`src/lst_pkg.sv`:
```
package lst_pkg;

    localparam int WORD_W = 24;
    localparam int ADDR_W = 15;
    localparam int CHAD_W = 17;
    localparam int CHAR_W = 6;
    localparam int FILE_N = 64;
    localparam int FSEL_W = 6;

    // instruction field positions
    localparam int OPC_MSB  = 23;
    localparam int OPC_LSB  = 18;
    localparam int IND_BIT  = 17;
    localparam int CXD_BIT  = 17;
    localparam int XD_MSB   = 16;
    localparam int XD_LSB   = 15;
    localparam int ADR_MSB  = 14;
    localparam int CHA_MSB  = 16;
    localparam int SUB_MSB  = 14;
    localparam int SUB_LSB  = 12;
    localparam int FSEL_MSB = 5;

    // opcodes (octal 21, 23, 26, 40..47, 53, 54, 55)
    localparam logic [5:0] OP_LOAD_AUX_WORD      = 6'h11;
    localparam logic [5:0] OP_LOAD_AUX_CHARACTER = 6'h13;
    localparam logic [5:0] OP_LOAD_PAIR_COMPL    = 6'h16;
    localparam logic [5:0] OP_STORE_ACCUM_WORD   = 6'h20;
    localparam logic [5:0] OP_STORE_AUX_WORD     = 6'h21;
    localparam logic [5:0] OP_STORE_ACCUM_CHAR   = 6'h22;
    localparam logic [5:0] OP_STORE_AUX_CHAR     = 6'h23;
    localparam logic [5:0] OP_STORE_WORD_ADDR    = 6'h24;
    localparam logic [5:0] OP_STORE_REG_PAIR     = 6'h25;
    localparam logic [5:0] OP_STORE_CHAR_ADDR    = 6'h26;
    localparam logic [5:0] OP_STORE_INDEX        = 6'h27;
    localparam logic [5:0] OP_XFER24             = 6'h2b;
    localparam logic [5:0] OP_LOAD_INDEX         = 6'h2c;
    localparam logic [5:0] OP_XFER48             = 6'h2d;

    // 24-bit transfer sub-codes: {instr[17], instr[14:12]}
    localparam logic [3:0] X_SUM_PAIR_TO_ACCUM   = 4'h0;
    localparam logic [3:0] X_SUM_INDEX_TO_ACCUM  = 4'h1;
    localparam logic [3:0] X_SUM_ACCUM_TO_INDEX  = 4'h2;
    localparam logic [3:0] X_MOVE_INDEX_TO_ACCUM = 4'h3;
    localparam logic [3:0] X_MOVE_ACCUM_TO_INDEX = 4'h4;
    localparam logic [3:0] X_MOVE_FILE_TO_AUX    = 4'h8;
    localparam logic [3:0] X_MOVE_AUX_TO_FILE    = 4'h9;
    localparam logic [3:0] X_MOVE_FILE_TO_ACCUM  = 4'ha;
    localparam logic [3:0] X_MOVE_ACCUM_TO_FILE  = 4'hb;
    localparam logic [3:0] X_MOVE_FILE_TO_INDEX  = 4'hc;
    localparam logic [3:0] X_MOVE_INDEX_TO_FILE  = 4'hd;

    // 48-bit transfer sub-codes: instr[14:12]; 0 and 4 are no-ops
    localparam logic [2:0] E_MOVE_LOW_EXT_TO_AUX    = 3'h1;
    localparam logic [2:0] E_MOVE_AUX_TO_LOW_EXT    = 3'h2;
    localparam logic [2:0] E_MOVE_HIGH_EXT_TO_ACCUM = 3'h3;
    localparam logic [2:0] E_MOVE_ACCUM_TO_HIGH_EXT = 3'h5;
    localparam logic [2:0] E_MOVE_EXT_TO_PAIR       = 3'h6;
    localparam logic [2:0] E_MOVE_PAIR_TO_EXT       = 3'h7;

    localparam logic [ADDR_W-1:0] ADDR_ONE  = 15'h0001;
    localparam logic [WORD_W-1:0] WORD_ZERO = 24'h000000;

    typedef enum logic [2:0] {
        ST_IDLE, ST_IND, ST_IX, ST_CHR, ST_RD1, ST_RD2, ST_MOD, ST_WR
    } lst_state_e;

    typedef struct packed {
        logic              start;
        logic [WORD_W-1:0] instr;
    } lst_cmd_s;

    typedef struct packed {
        logic              req;
        logic              we;
        logic [ADDR_W-1:0] addr;
        logic [WORD_W-1:0] wdata;
    } lst_mem_s;

    typedef struct packed {
        logic busy;
        logic done;
        logic trap;
    } lst_stat_s;

endpackage : lst_pkg

```
`src/lst_oc_add.sv`:
```
`timescale 1ns/1ps
`default_nettype none

module lst_oc_add
    import lst_pkg::*;
#(
    parameter int W = 15
) (
    input  wire logic [W-1:0] a,
    input  wire logic [W-1:0] b,
    output logic      [W-1:0] sum
);
    logic [W:0] raw;

    // end-around carry keeps the sum in one's-complement form
    always_comb begin
        raw = {1'b0, a} + {1'b0, b};
        sum = raw[W-1:0] + {{(W-1){1'b0}}, raw[W]};
    end

endmodule : lst_oc_add

`default_nettype wire

```
`src/lst_reg_file.sv`:
```
`timescale 1ns/1ps
`default_nettype none

module lst_reg_file
    import lst_pkg::*;
(
    input  wire logic              mclk,
    input  wire logic              rst,
    input  wire logic              we,
    input  wire logic [FSEL_W-1:0] waddr,
    input  wire logic [WORD_W-1:0] wdata,
    input  wire logic [FSEL_W-1:0] raddr,
    output logic      [WORD_W-1:0] rdata
);
    typedef struct packed {
        logic [FILE_N-1:0][WORD_W-1:0] ent;
    } lst_file_s;

    lst_file_s s_q;
    lst_file_s s_d;

    always_comb begin
        s_d = s_q;
        if (we) begin
            s_d.ent[waddr] = wdata;
        end
        rdata = s_q.ent[raddr];
    end

    always_ff @(posedge mclk or posedge rst) begin
        if (rst) begin
            s_q <= '0;
        end else begin
            s_q <= s_d;
        end
    end

endmodule : lst_reg_file

`default_nettype wire

```
`src/lst_unit.sv`:
```
`timescale 1ns/1ps
`default_nettype none

module lst_unit
    import lst_pkg::*;
(
    input  wire logic              mclk,
    input  wire logic              rst,
    input  wire lst_cmd_s          cmd,
    input  wire logic              float_double_option,
    input  wire logic              mem_ack,
    input  wire logic [WORD_W-1:0] mem_rdata,
    output lst_mem_s               mem,
    output lst_stat_s              stat,
    output logic      [WORD_W-1:0] accum,
    output logic      [WORD_W-1:0] aux
);
    typedef struct packed {
        lst_state_e               st;
        logic [5:0]               op;
        logic [1:0]               xd;
        logic [ADDR_W-1:0]        base;
        logic [ADDR_W-1:0]        addr;
        logic [1:0]               cpos;
        logic [WORD_W-1:0]        acc;
        logic [WORD_W-1:0]        aux;
        logic [2:0][ADDR_W-1:0]   xr;
        logic [2*WORD_W-1:0]      ext;
        lst_mem_s                 mem;
        lst_stat_s                stat;
    } lst_unit_s;

    lst_unit_s s_q;
    lst_unit_s s_d;

    function automatic logic [ADDR_W-1:0] idx_of(input logic [2:0][ADDR_W-1:0] xr,
                                                 input logic [1:0] d);
        if (d == 2'd0) begin
            idx_of = '0;
        end else begin
            idx_of = xr[d - 2'd1];
        end
    endfunction : idx_of

    function automatic logic [CHAR_W-1:0] get_char(input logic [WORD_W-1:0] w,
                                                   input logic [1:0] p);
        // character 0 is the leftmost six bits of the word
        get_char = w[(3 - p) * CHAR_W +: CHAR_W];
    endfunction : get_char

    function automatic logic [WORD_W-1:0] put_char(input logic [WORD_W-1:0] w,
                                                   input logic [1:0] p,
                                                   input logic [CHAR_W-1:0] c);
        put_char = w;
        put_char[(3 - p) * CHAR_W +: CHAR_W] = c;
    endfunction : put_char

    logic [5:0]        in_op;
    logic [1:0]        in_xd;
    logic [3:0]        in_sub;
    logic [ADDR_W-1:0] in_idx;
    logic [WORD_W-1:0] add24_b;
    logic [WORD_W-1:0] sum24;
    logic [ADDR_W-1:0] add15_a;
    logic [ADDR_W-1:0] add15_b;
    logic [ADDR_W-1:0] sum15;
    logic [CHAD_W-1:0] chx;
    logic [CHAD_W-1:0] sum17;
    logic [ADDR_W-1:0] q_idx;
    logic              f_we;
    logic [WORD_W-1:0] f_wdata;
    logic [WORD_W-1:0] f_rdata;

    assign in_op  = cmd.instr[OPC_MSB:OPC_LSB];
    assign in_xd  = cmd.instr[XD_MSB:XD_LSB];
    assign in_sub = {cmd.instr[IND_BIT], cmd.instr[SUB_MSB:SUB_LSB]};
    assign in_idx = idx_of(s_q.xr, in_xd);
    assign q_idx  = idx_of(s_q.xr, s_q.xd);

    // index value widened with its sign before the accumulator sum
    assign add24_b = (in_sub == X_SUM_PAIR_TO_ACCUM) ? s_q.aux
                   : {{(WORD_W-ADDR_W){in_idx[ADDR_W-1]}}, in_idx};
    lst_oc_add #(.W(WORD_W)) u_add24 (
        .a   (s_q.acc),
        .b   (add24_b),
        .sum (sum24)
    );

    // second word of a pair is addr+1 in one's complement, so 77777 wraps to 00001
    assign add15_a = (s_q.st == ST_IX) ? s_q.base : s_q.addr;
    assign add15_b = (s_q.st == ST_IX) ? q_idx : ADDR_ONE;
    lst_oc_add #(.W(ADDR_W)) u_add15 (
        .a   (add15_a),
        .b   (add15_b),
        .sum (sum15)
    );

    // store-accum-char uses index 2, the aux char ops use index 1
    assign chx = (s_q.op == OP_STORE_ACCUM_CHAR)
               ? {{2{s_q.xr[1][ADDR_W-1]}}, s_q.xr[1]}
               : {{2{s_q.xr[0][ADDR_W-1]}}, s_q.xr[0]};
    lst_oc_add #(.W(CHAD_W)) u_add17 (
        .a   ({s_q.xd[1], s_q.base, s_q.xd[0]}),
        .b   (s_q.cpos[0] ? chx : {CHAD_W{1'b0}}),
        .sum (sum17)
    );

    lst_reg_file u_file (
        .mclk  (mclk),
        .rst   (rst),
        .we    (f_we),
        .waddr (cmd.instr[FSEL_MSB:0]),
        .wdata (f_wdata),
        .raddr (cmd.instr[FSEL_MSB:0]),
        .rdata (f_rdata)
    );

    always_comb begin
        s_d           = s_q;
        s_d.stat.done = 1'b0;
        s_d.stat.trap = 1'b0;
        f_we          = 1'b0;
        f_wdata       = WORD_ZERO;
        case (s_q.st)
            ST_IDLE: begin
                if (cmd.start) begin
                    s_d.op        = in_op;
                    s_d.xd        = in_xd;
                    s_d.base      = cmd.instr[ADR_MSB:0];
                    s_d.stat.busy = 1'b1;
                    case (in_op)
                        OP_XFER24: begin
                            s_d.stat.done = 1'b1;
                            s_d.stat.busy = 1'b0;
                            case (in_sub)
                                X_SUM_PAIR_TO_ACCUM:   s_d.acc = sum24;
                                X_SUM_INDEX_TO_ACCUM:  s_d.acc = sum24;
                                X_SUM_ACCUM_TO_INDEX: begin
                                    if (in_xd != 2'd0) begin
                                        s_d.xr[in_xd - 2'd1] = sum24[ADDR_W-1:0];
                                    end
                                end
                                X_MOVE_INDEX_TO_ACCUM: s_d.acc = {9'h000, in_idx};
                                X_MOVE_ACCUM_TO_INDEX: begin
                                    if (in_xd != 2'd0) begin
                                        s_d.xr[in_xd - 2'd1] = s_q.acc[ADDR_W-1:0];
                                    end
                                end
                                X_MOVE_FILE_TO_AUX:    s_d.aux = f_rdata;
                                X_MOVE_FILE_TO_ACCUM:  s_d.acc = f_rdata;
                                X_MOVE_AUX_TO_FILE: begin
                                    f_we    = 1'b1;
                                    f_wdata = s_q.aux;
                                end
                                X_MOVE_ACCUM_TO_FILE: begin
                                    f_we    = 1'b1;
                                    f_wdata = s_q.acc;
                                end
                                X_MOVE_FILE_TO_INDEX: begin
                                    if (in_xd != 2'd0) begin
                                        s_d.xr[in_xd - 2'd1] = f_rdata[ADDR_W-1:0];
                                    end
                                end
                                X_MOVE_INDEX_TO_FILE: begin
                                    f_we    = 1'b1;
                                    f_wdata = {9'h000, in_idx};
                                end
                                default: ;
                            endcase
                        end
                        OP_XFER48: begin
                            s_d.stat.busy = 1'b0;
                            if (!float_double_option) begin
                                s_d.stat.trap = 1'b1;
                            end else begin
                                s_d.stat.done = 1'b1;
                                case (in_sub[2:0])
                                    E_MOVE_LOW_EXT_TO_AUX:    s_d.aux = s_q.ext[WORD_W-1:0];
                                    E_MOVE_AUX_TO_LOW_EXT:    s_d.ext[WORD_W-1:0] = s_q.aux;
                                    E_MOVE_HIGH_EXT_TO_ACCUM: s_d.acc = s_q.ext[2*WORD_W-1:WORD_W];
                                    E_MOVE_ACCUM_TO_HIGH_EXT: s_d.ext[2*WORD_W-1:WORD_W] = s_q.acc;
                                    E_MOVE_EXT_TO_PAIR:       {s_d.acc, s_d.aux} = s_q.ext;
                                    E_MOVE_PAIR_TO_EXT:       s_d.ext = {s_q.acc, s_q.aux};
                                    default: ;
                                endcase
                            end
                        end
                        OP_LOAD_AUX_CHARACTER, OP_STORE_ACCUM_CHAR,
                        OP_STORE_AUX_CHAR: begin
                            // r is 17 bits: park the low bit in xd[0], the
                            // top bit in xd[1]; cpos[0] keeps the designator
                            s_d.xd   = {cmd.instr[CHA_MSB], cmd.instr[0]};
                            s_d.base = cmd.instr[ADR_MSB+1:1];
                            s_d.cpos = {1'b0, cmd.instr[CXD_BIT]};
                            s_d.st   = ST_CHR;
                        end
                        OP_LOAD_AUX_WORD, OP_LOAD_PAIR_COMPL, OP_LOAD_INDEX,
                        OP_STORE_ACCUM_WORD, OP_STORE_AUX_WORD, OP_STORE_WORD_ADDR,
                        OP_STORE_REG_PAIR, OP_STORE_CHAR_ADDR, OP_STORE_INDEX: begin
                            if (cmd.instr[IND_BIT]) begin
                                s_d.st       = ST_IND;
                                s_d.mem.req  = 1'b1;
                                s_d.mem.we   = 1'b0;
                                s_d.mem.addr = cmd.instr[ADR_MSB:0];
                            end else begin
                                s_d.st = ST_IX;
                            end
                        end
                        default: begin
                            s_d.stat.done = 1'b1;
                            s_d.stat.busy = 1'b0;
                        end
                    endcase
                end
            end
            ST_IND: begin
                if (mem_ack) begin
                    // only the mode bit and address of each link matter
                    s_d.base = mem_rdata[ADR_MSB:0];
                    s_d.mem.addr = mem_rdata[ADR_MSB:0];
                    if (!mem_rdata[IND_BIT]) begin
                        s_d.mem.req = 1'b0;
                        s_d.st      = ST_IX;
                    end
                end
            end
            ST_IX: begin
                if (s_q.op == OP_LOAD_INDEX || s_q.op == OP_STORE_INDEX) begin
                    s_d.addr = s_q.base;
                end else begin
                    s_d.addr = sum15;
                end
                s_d.mem.req  = 1'b1;
                s_d.mem.addr = s_d.addr;
                s_d.cpos     = '0;
                case (s_q.op)
                    OP_LOAD_AUX_WORD, OP_LOAD_PAIR_COMPL, OP_LOAD_INDEX: begin
                        s_d.mem.we = 1'b0;
                        s_d.st     = ST_RD1;
                    end
                    OP_STORE_ACCUM_WORD, OP_STORE_REG_PAIR: begin
                        s_d.mem.we    = 1'b1;
                        s_d.mem.wdata = s_q.acc;
                        s_d.st        = ST_WR;
                    end
                    OP_STORE_AUX_WORD: begin
                        s_d.mem.we    = 1'b1;
                        s_d.mem.wdata = s_q.aux;
                        s_d.st        = ST_WR;
                    end
                    default: begin
                        s_d.mem.we = 1'b0;
                        s_d.st     = ST_MOD;
                    end
                endcase
            end
            ST_CHR: begin
                s_d.addr     = sum17[CHAD_W-1:2];
                s_d.cpos     = sum17[1:0];
                s_d.mem.req  = 1'b1;
                s_d.mem.we   = 1'b0;
                s_d.mem.addr = sum17[CHAD_W-1:2];
                s_d.st       = (s_q.op == OP_LOAD_AUX_CHARACTER) ? ST_RD1 : ST_MOD;
            end
            ST_RD1: begin
                if (mem_ack) begin
                    s_d.mem.req   = 1'b0;
                    s_d.stat.done = 1'b1;
                    s_d.stat.busy = 1'b0;
                    s_d.st        = ST_IDLE;
                    case (s_q.op)
                        OP_LOAD_AUX_WORD: s_d.aux = mem_rdata;
                        OP_LOAD_AUX_CHARACTER:
                            s_d.aux = {18'h00000, get_char(mem_rdata, s_q.cpos)};
                        OP_LOAD_INDEX: begin
                            if (s_q.xd != 2'd0) begin
                                s_d.xr[s_q.xd - 2'd1] = mem_rdata[ADDR_W-1:0];
                            end
                        end
                        default: begin
                            s_d.acc       = ~mem_rdata;
                            s_d.addr      = sum15;
                            s_d.mem.req   = 1'b1;
                            s_d.mem.addr  = sum15;
                            s_d.stat.done = 1'b0;
                            s_d.stat.busy = 1'b1;
                            s_d.st        = ST_RD2;
                        end
                    endcase
                end
            end
            ST_RD2: begin
                if (mem_ack) begin
                    s_d.aux       = ~mem_rdata;
                    s_d.mem.req   = 1'b0;
                    s_d.stat.done = 1'b1;
                    s_d.stat.busy = 1'b0;
                    s_d.st        = ST_IDLE;
                end
            end
            ST_MOD: begin
                if (mem_ack) begin
                    s_d.mem.we = 1'b1;
                    s_d.st     = ST_WR;
                    case (s_q.op)
                        OP_STORE_ACCUM_CHAR:
                            s_d.mem.wdata = put_char(mem_rdata, s_q.cpos, s_q.acc[CHAR_W-1:0]);
                        OP_STORE_AUX_CHAR:
                            s_d.mem.wdata = put_char(mem_rdata, s_q.cpos, s_q.aux[CHAR_W-1:0]);
                        OP_STORE_CHAR_ADDR:
                            s_d.mem.wdata = {mem_rdata[WORD_W-1:CHAD_W], s_q.acc[CHAD_W-1:0]};
                        OP_STORE_INDEX:
                            s_d.mem.wdata = {mem_rdata[WORD_W-1:ADDR_W], q_idx};
                        default:
                            s_d.mem.wdata = {mem_rdata[WORD_W-1:ADDR_W], s_q.acc[ADDR_W-1:0]};
                    endcase
                end
            end
            ST_WR: begin
                if (mem_ack) begin
                    // a flag, not a data compare: equal accum and aux must not loop
                    if (s_q.op == OP_STORE_REG_PAIR && !s_q.cpos[0]) begin
                        s_d.cpos[0]   = 1'b1;
                        s_d.addr      = sum15;
                        s_d.mem.addr  = sum15;
                        s_d.mem.wdata = s_q.aux;
                    end else begin
                        s_d.mem.req   = 1'b0;
                        s_d.mem.we    = 1'b0;
                        s_d.stat.done = 1'b1;
                        s_d.stat.busy = 1'b0;
                        s_d.st        = ST_IDLE;
                    end
                end
            end
            default: s_d.st = ST_IDLE;
        endcase
    end

    always_ff @(posedge mclk or posedge rst) begin
        if (rst) begin
            s_q    <= '0;
            s_q.st <= ST_IDLE;
        end else begin
            s_q <= s_d;
        end
    end

    assign mem   = s_q.mem;
    assign stat  = s_q.stat;
    assign accum = s_q.acc;
    assign aux   = s_q.aux;

endmodule : lst_unit

`default_nettype wire

```
`config.mk`:
```
export PLATFORM = sky130hd
export DESIGN_NAME = lst_unit
export DESIGN_NICKNAME = d
export VERILOG_FILES = /design/src/lst_pkg.sv /design/src/lst_oc_add.sv /design/src/lst_reg_file.sv /design/src/lst_unit.sv
export SDC_FILE = /design/constraint.sdc
export NUM_CORES = 2
export LEC_CHECK = 0
export BUFFER_PORTS_ARGS = -buffer_cell sky130_fd_sc_hd__buf_4
export CAP_MARGIN = 20
export CORE_ASPECT_RATIO = 0.75
export CORE_MARGIN = 1
export CORE_UTILIZATION = 42
export CTS_BUF_LIST = sky130_fd_sc_hd__clkbuf_4 sky130_fd_sc_hd__clkbuf_8
export DETAILED_ROUTE_END_ITERATION = 6
export GPL_TIMING_DRIVEN = 0
export MAX_ROUTING_LAYER = met4
export SETUP_SLACK_MARGIN = 0.4
export SYNTH_ARGS = -nofsm -noshare
export SYNTH_HDL_FRONTEND = slang
export SYNTH_HIERARCHICAL = 1
export SYNTH_SLANG_ARGS = --single-unit
```
`constraint.sdc`:
```
create_clock -name mclk -period 60 [get_ports mclk]
set_input_delay 6 -clock mclk [delete_from_list [all_inputs] [get_ports mclk]]
set_output_delay 6 -clock mclk [all_outputs]
set_load 0.01 [all_outputs]
```
==> results.cfg <==
[outcome]
status = finished, violations left
failed_checks = DRC

[clocking]
cts_root_buffer = clkbuf_8
post_cts_buffers = 0
clockBufferDepth = 4
clk_latency_ps = 980
cts_resized = 0
cts_made_buffers = 303
cts_tree = built
cts_sinks = 1764
clk_pin_slew_ps = 60
h-tree-depth = 5
holdBufCountCts = 0

[final_layout]
area_growth_pct = 13.23
fillCellCount = 19615
drive_gt1_frac = 0.3651
instances_no_fill = 11089
final_util = 0.4800
multi_input_area_um2 = 44280
nets = 8059
regArea_um2 = 44140

[drt]
detail_route.vias_per_cell = 6.251
drt_iter0_markers = 9381
post_drt_wl_per_cell_um = 32.36
drc = 3
wirelength_um = 358800
ant_nets = 0
firstDrtPassIters = 7
vias = 69320

[grt]
grt_pass1_wl_um = 505900
grt_use_total = 0.3282
grt_max_degree = 132
grt_overflow_total = 0
grt_pass1_vias = 66888
grt_antenna_before_repair = 27

[floorplan]
dieArea_um2 = 221700
pin_count = 145
chipHeight_um = 408.0
die_w_um = 543.3
start_util = 0.4239
num_rows = 148
core_area_um2 = 217800

[placement]
dp.cells = 10533
hpwl_um = 271600
io_buffers = 134
gp_congestion = 1.006

[setup_path]
path_common_cell = clkbuf_1
worst-path-max-fanout = 10
crit_required_ps = 60870
crit_path_top_delay_cell = a21oi_1
arrival_ps = 15890
worst_path_largest_cell_delay_ps = 770
cp-start-kind = input port
critical_path_class = in -> reg
endpoint_kind = flip-flop

[timing]
hold_viol = 0
slew_viol_final = 0
fmax_ghz = 0.06658
skew_ps = 91.62
max-slew-margin-rel = 0.01933
rsz0062_at_grt = false
worstMarginPinSlew_ps = 1471
fin_crit_ps = 15020
timing.hold.ws_ps = 492.7
fin_crit_sh = 0.2503
finalSetupViolCount = 0
setup-tns-final_ps = 0

[logic_synthesis]
ys.flop_type = dfrtp_1
synth_most_common_cell = dfrtp_1
synth.area.top_cells = dfrtp_1, mux2_2, mux2i_1, mux4_2, clkbuf_1
synth_area_um2 = 92310
synth-seq-cells = 1764
ys_types = 112
syn_inst = 7427
synth_commonest_cells = dfrtp_1, mux2_2, mux2i_1
synth_top_area_share = 0.4782
synth_area_per_cell_um2 = 12.43
synth_fp_nets = 7558
yosysWarnings = 6
synth_top_area_cell = dfrtp_1
ys_async_sr_fraction = 1.000
ys_seq_area_frac = 0.4782
synth-edff-count = 0

[power]
intPower_w = 0.002281
p_sw_w = 0.001315
power.density_nw_per_um2 = 34.41
power_w = 0.003596
max-vdd-ir-drop_mv = 0.01906
clkPwrFrac = 0.326
p_comb_frac = 0.297
power_leakage_nw = 50.06
p_seq_frac = 0.377
swShare = 0.3657

[hold_path]
hold_path_class = reg -> reg

[run]
drv_cap = 0
## layer usage
metal	vias to the layer above	wire length [um]	global-route usage
met5	-	0	-
met4	0	7804	0.07000
met3	482	43530	0.1092
met2	3577	136200	0.4006
met1	36836	171200	0.5094
li1	28425	-	-
## state kept, by name, summed over array words and instances, names as in the netlist
name and count:
u_file/s_q 1536, accum 24, aux 24, s_q 136, mem 41, stat 3
## path summary, 6_finish.rpt
check / from / end / slack, ps / depth (start not counted)
worst max register to register: s_q[106] / accum[23] / 51460 / 28
max in group asynchronous: rst / u_file/s_q[578] / 51450 / 7
worst min-delay path: mem[31] / mem[31] / 490 / 1
min in group asynchronous: rst / s_q[89] / 5050 / 2
worst max-delay path: cmd[15] / accum[23] / 44980 / 33
worst min register to register: mem[31] / mem[31] / 490 / 1
## cell usage in the layout (no fill, tap or decap), types with 49 or more instances in the layout
cell and instances:
a21oi_1 318, a221oi_1 80, a222oi_1 61, a22oi_1 190, a31oi_1 49, buf_1 57
buf_2 162, buf_4 258, clkbuf_1 458, clkbuf_4 115, clkbuf_8 369, dfrtp_1 1764
ha_1 75, mux2_1 69, mux2_2 1670, mux2i_1 565, mux4_2 192, nand2_1 334
nor2_1 289, nor3_1 61, o21ai_0 169, xnor2_1 52
## worst max-delay path: cells and delay by family
family,cells,cell delay [ps]
compound gates,10,3420
simple gates,11,2920
buf+inv,7,2280
fa+ha+maj,3,730
mux,1,330
xor+xnor,1,190
## cells by family (layout without fill, tap and decap cells)
group | after synthesis | count (layout) | synth area share
and+or+nand+nor | 965 | 965 | 0.05016
xor gates and xnor gates | 90 | 90 | 0.009176
adders and majority gates | 78 | 78 | 0.01082
muxes | 2496 | 2496 | 0.3202
other | 0 | 19 | 0
DFF | 1764 | 1764 | 0.4782
AOI/OAI and AO/OA | 1186 | 1186 | 0.08868
buffers and inverters | 848 | 1566 | 0.04274
## power by group through the flow
stage / combinational, W / clock, W / sequential [W]
final: 0.00107 / 0.00117 / 0.00136
after global routing: 0.00112 / 0.00125 / 0.00136
after CTS: 0.00102 / 0.00119 / 0.00135
after detailed placement: 0.00102 / 0 / 0.00137
after global placement: 0.00101 / 0 / 0.00138
after floorplan: 0.000654 / 0 / 0.00131
## final cells by class
class | count | share of cell area
sequential | 1764 | 0.4223
timing repair buffer | 196 | 0.01978
buffer | 807 | 0.03628
multi-input combinational | 4815 | 0.4237
clock buffer | 481 | 0.05663
clock inverter | 41 | 0.004226
antenna | 19 | 0.0004549
tap | 2925 | 0.03501
inverter | 41 | 0.001616
## stage by stage
stage | worst slack, ps | cell area, um^2
floorplan | 10670 | 92310
global placement | -5310 | 96980
detailed placement | 44550 | 97930
CTS | 45590 | 104300
global route | 44680 | 104500
finish | 44980 | 104500
No activity file was read; power rests on OpenSTA's default activity.
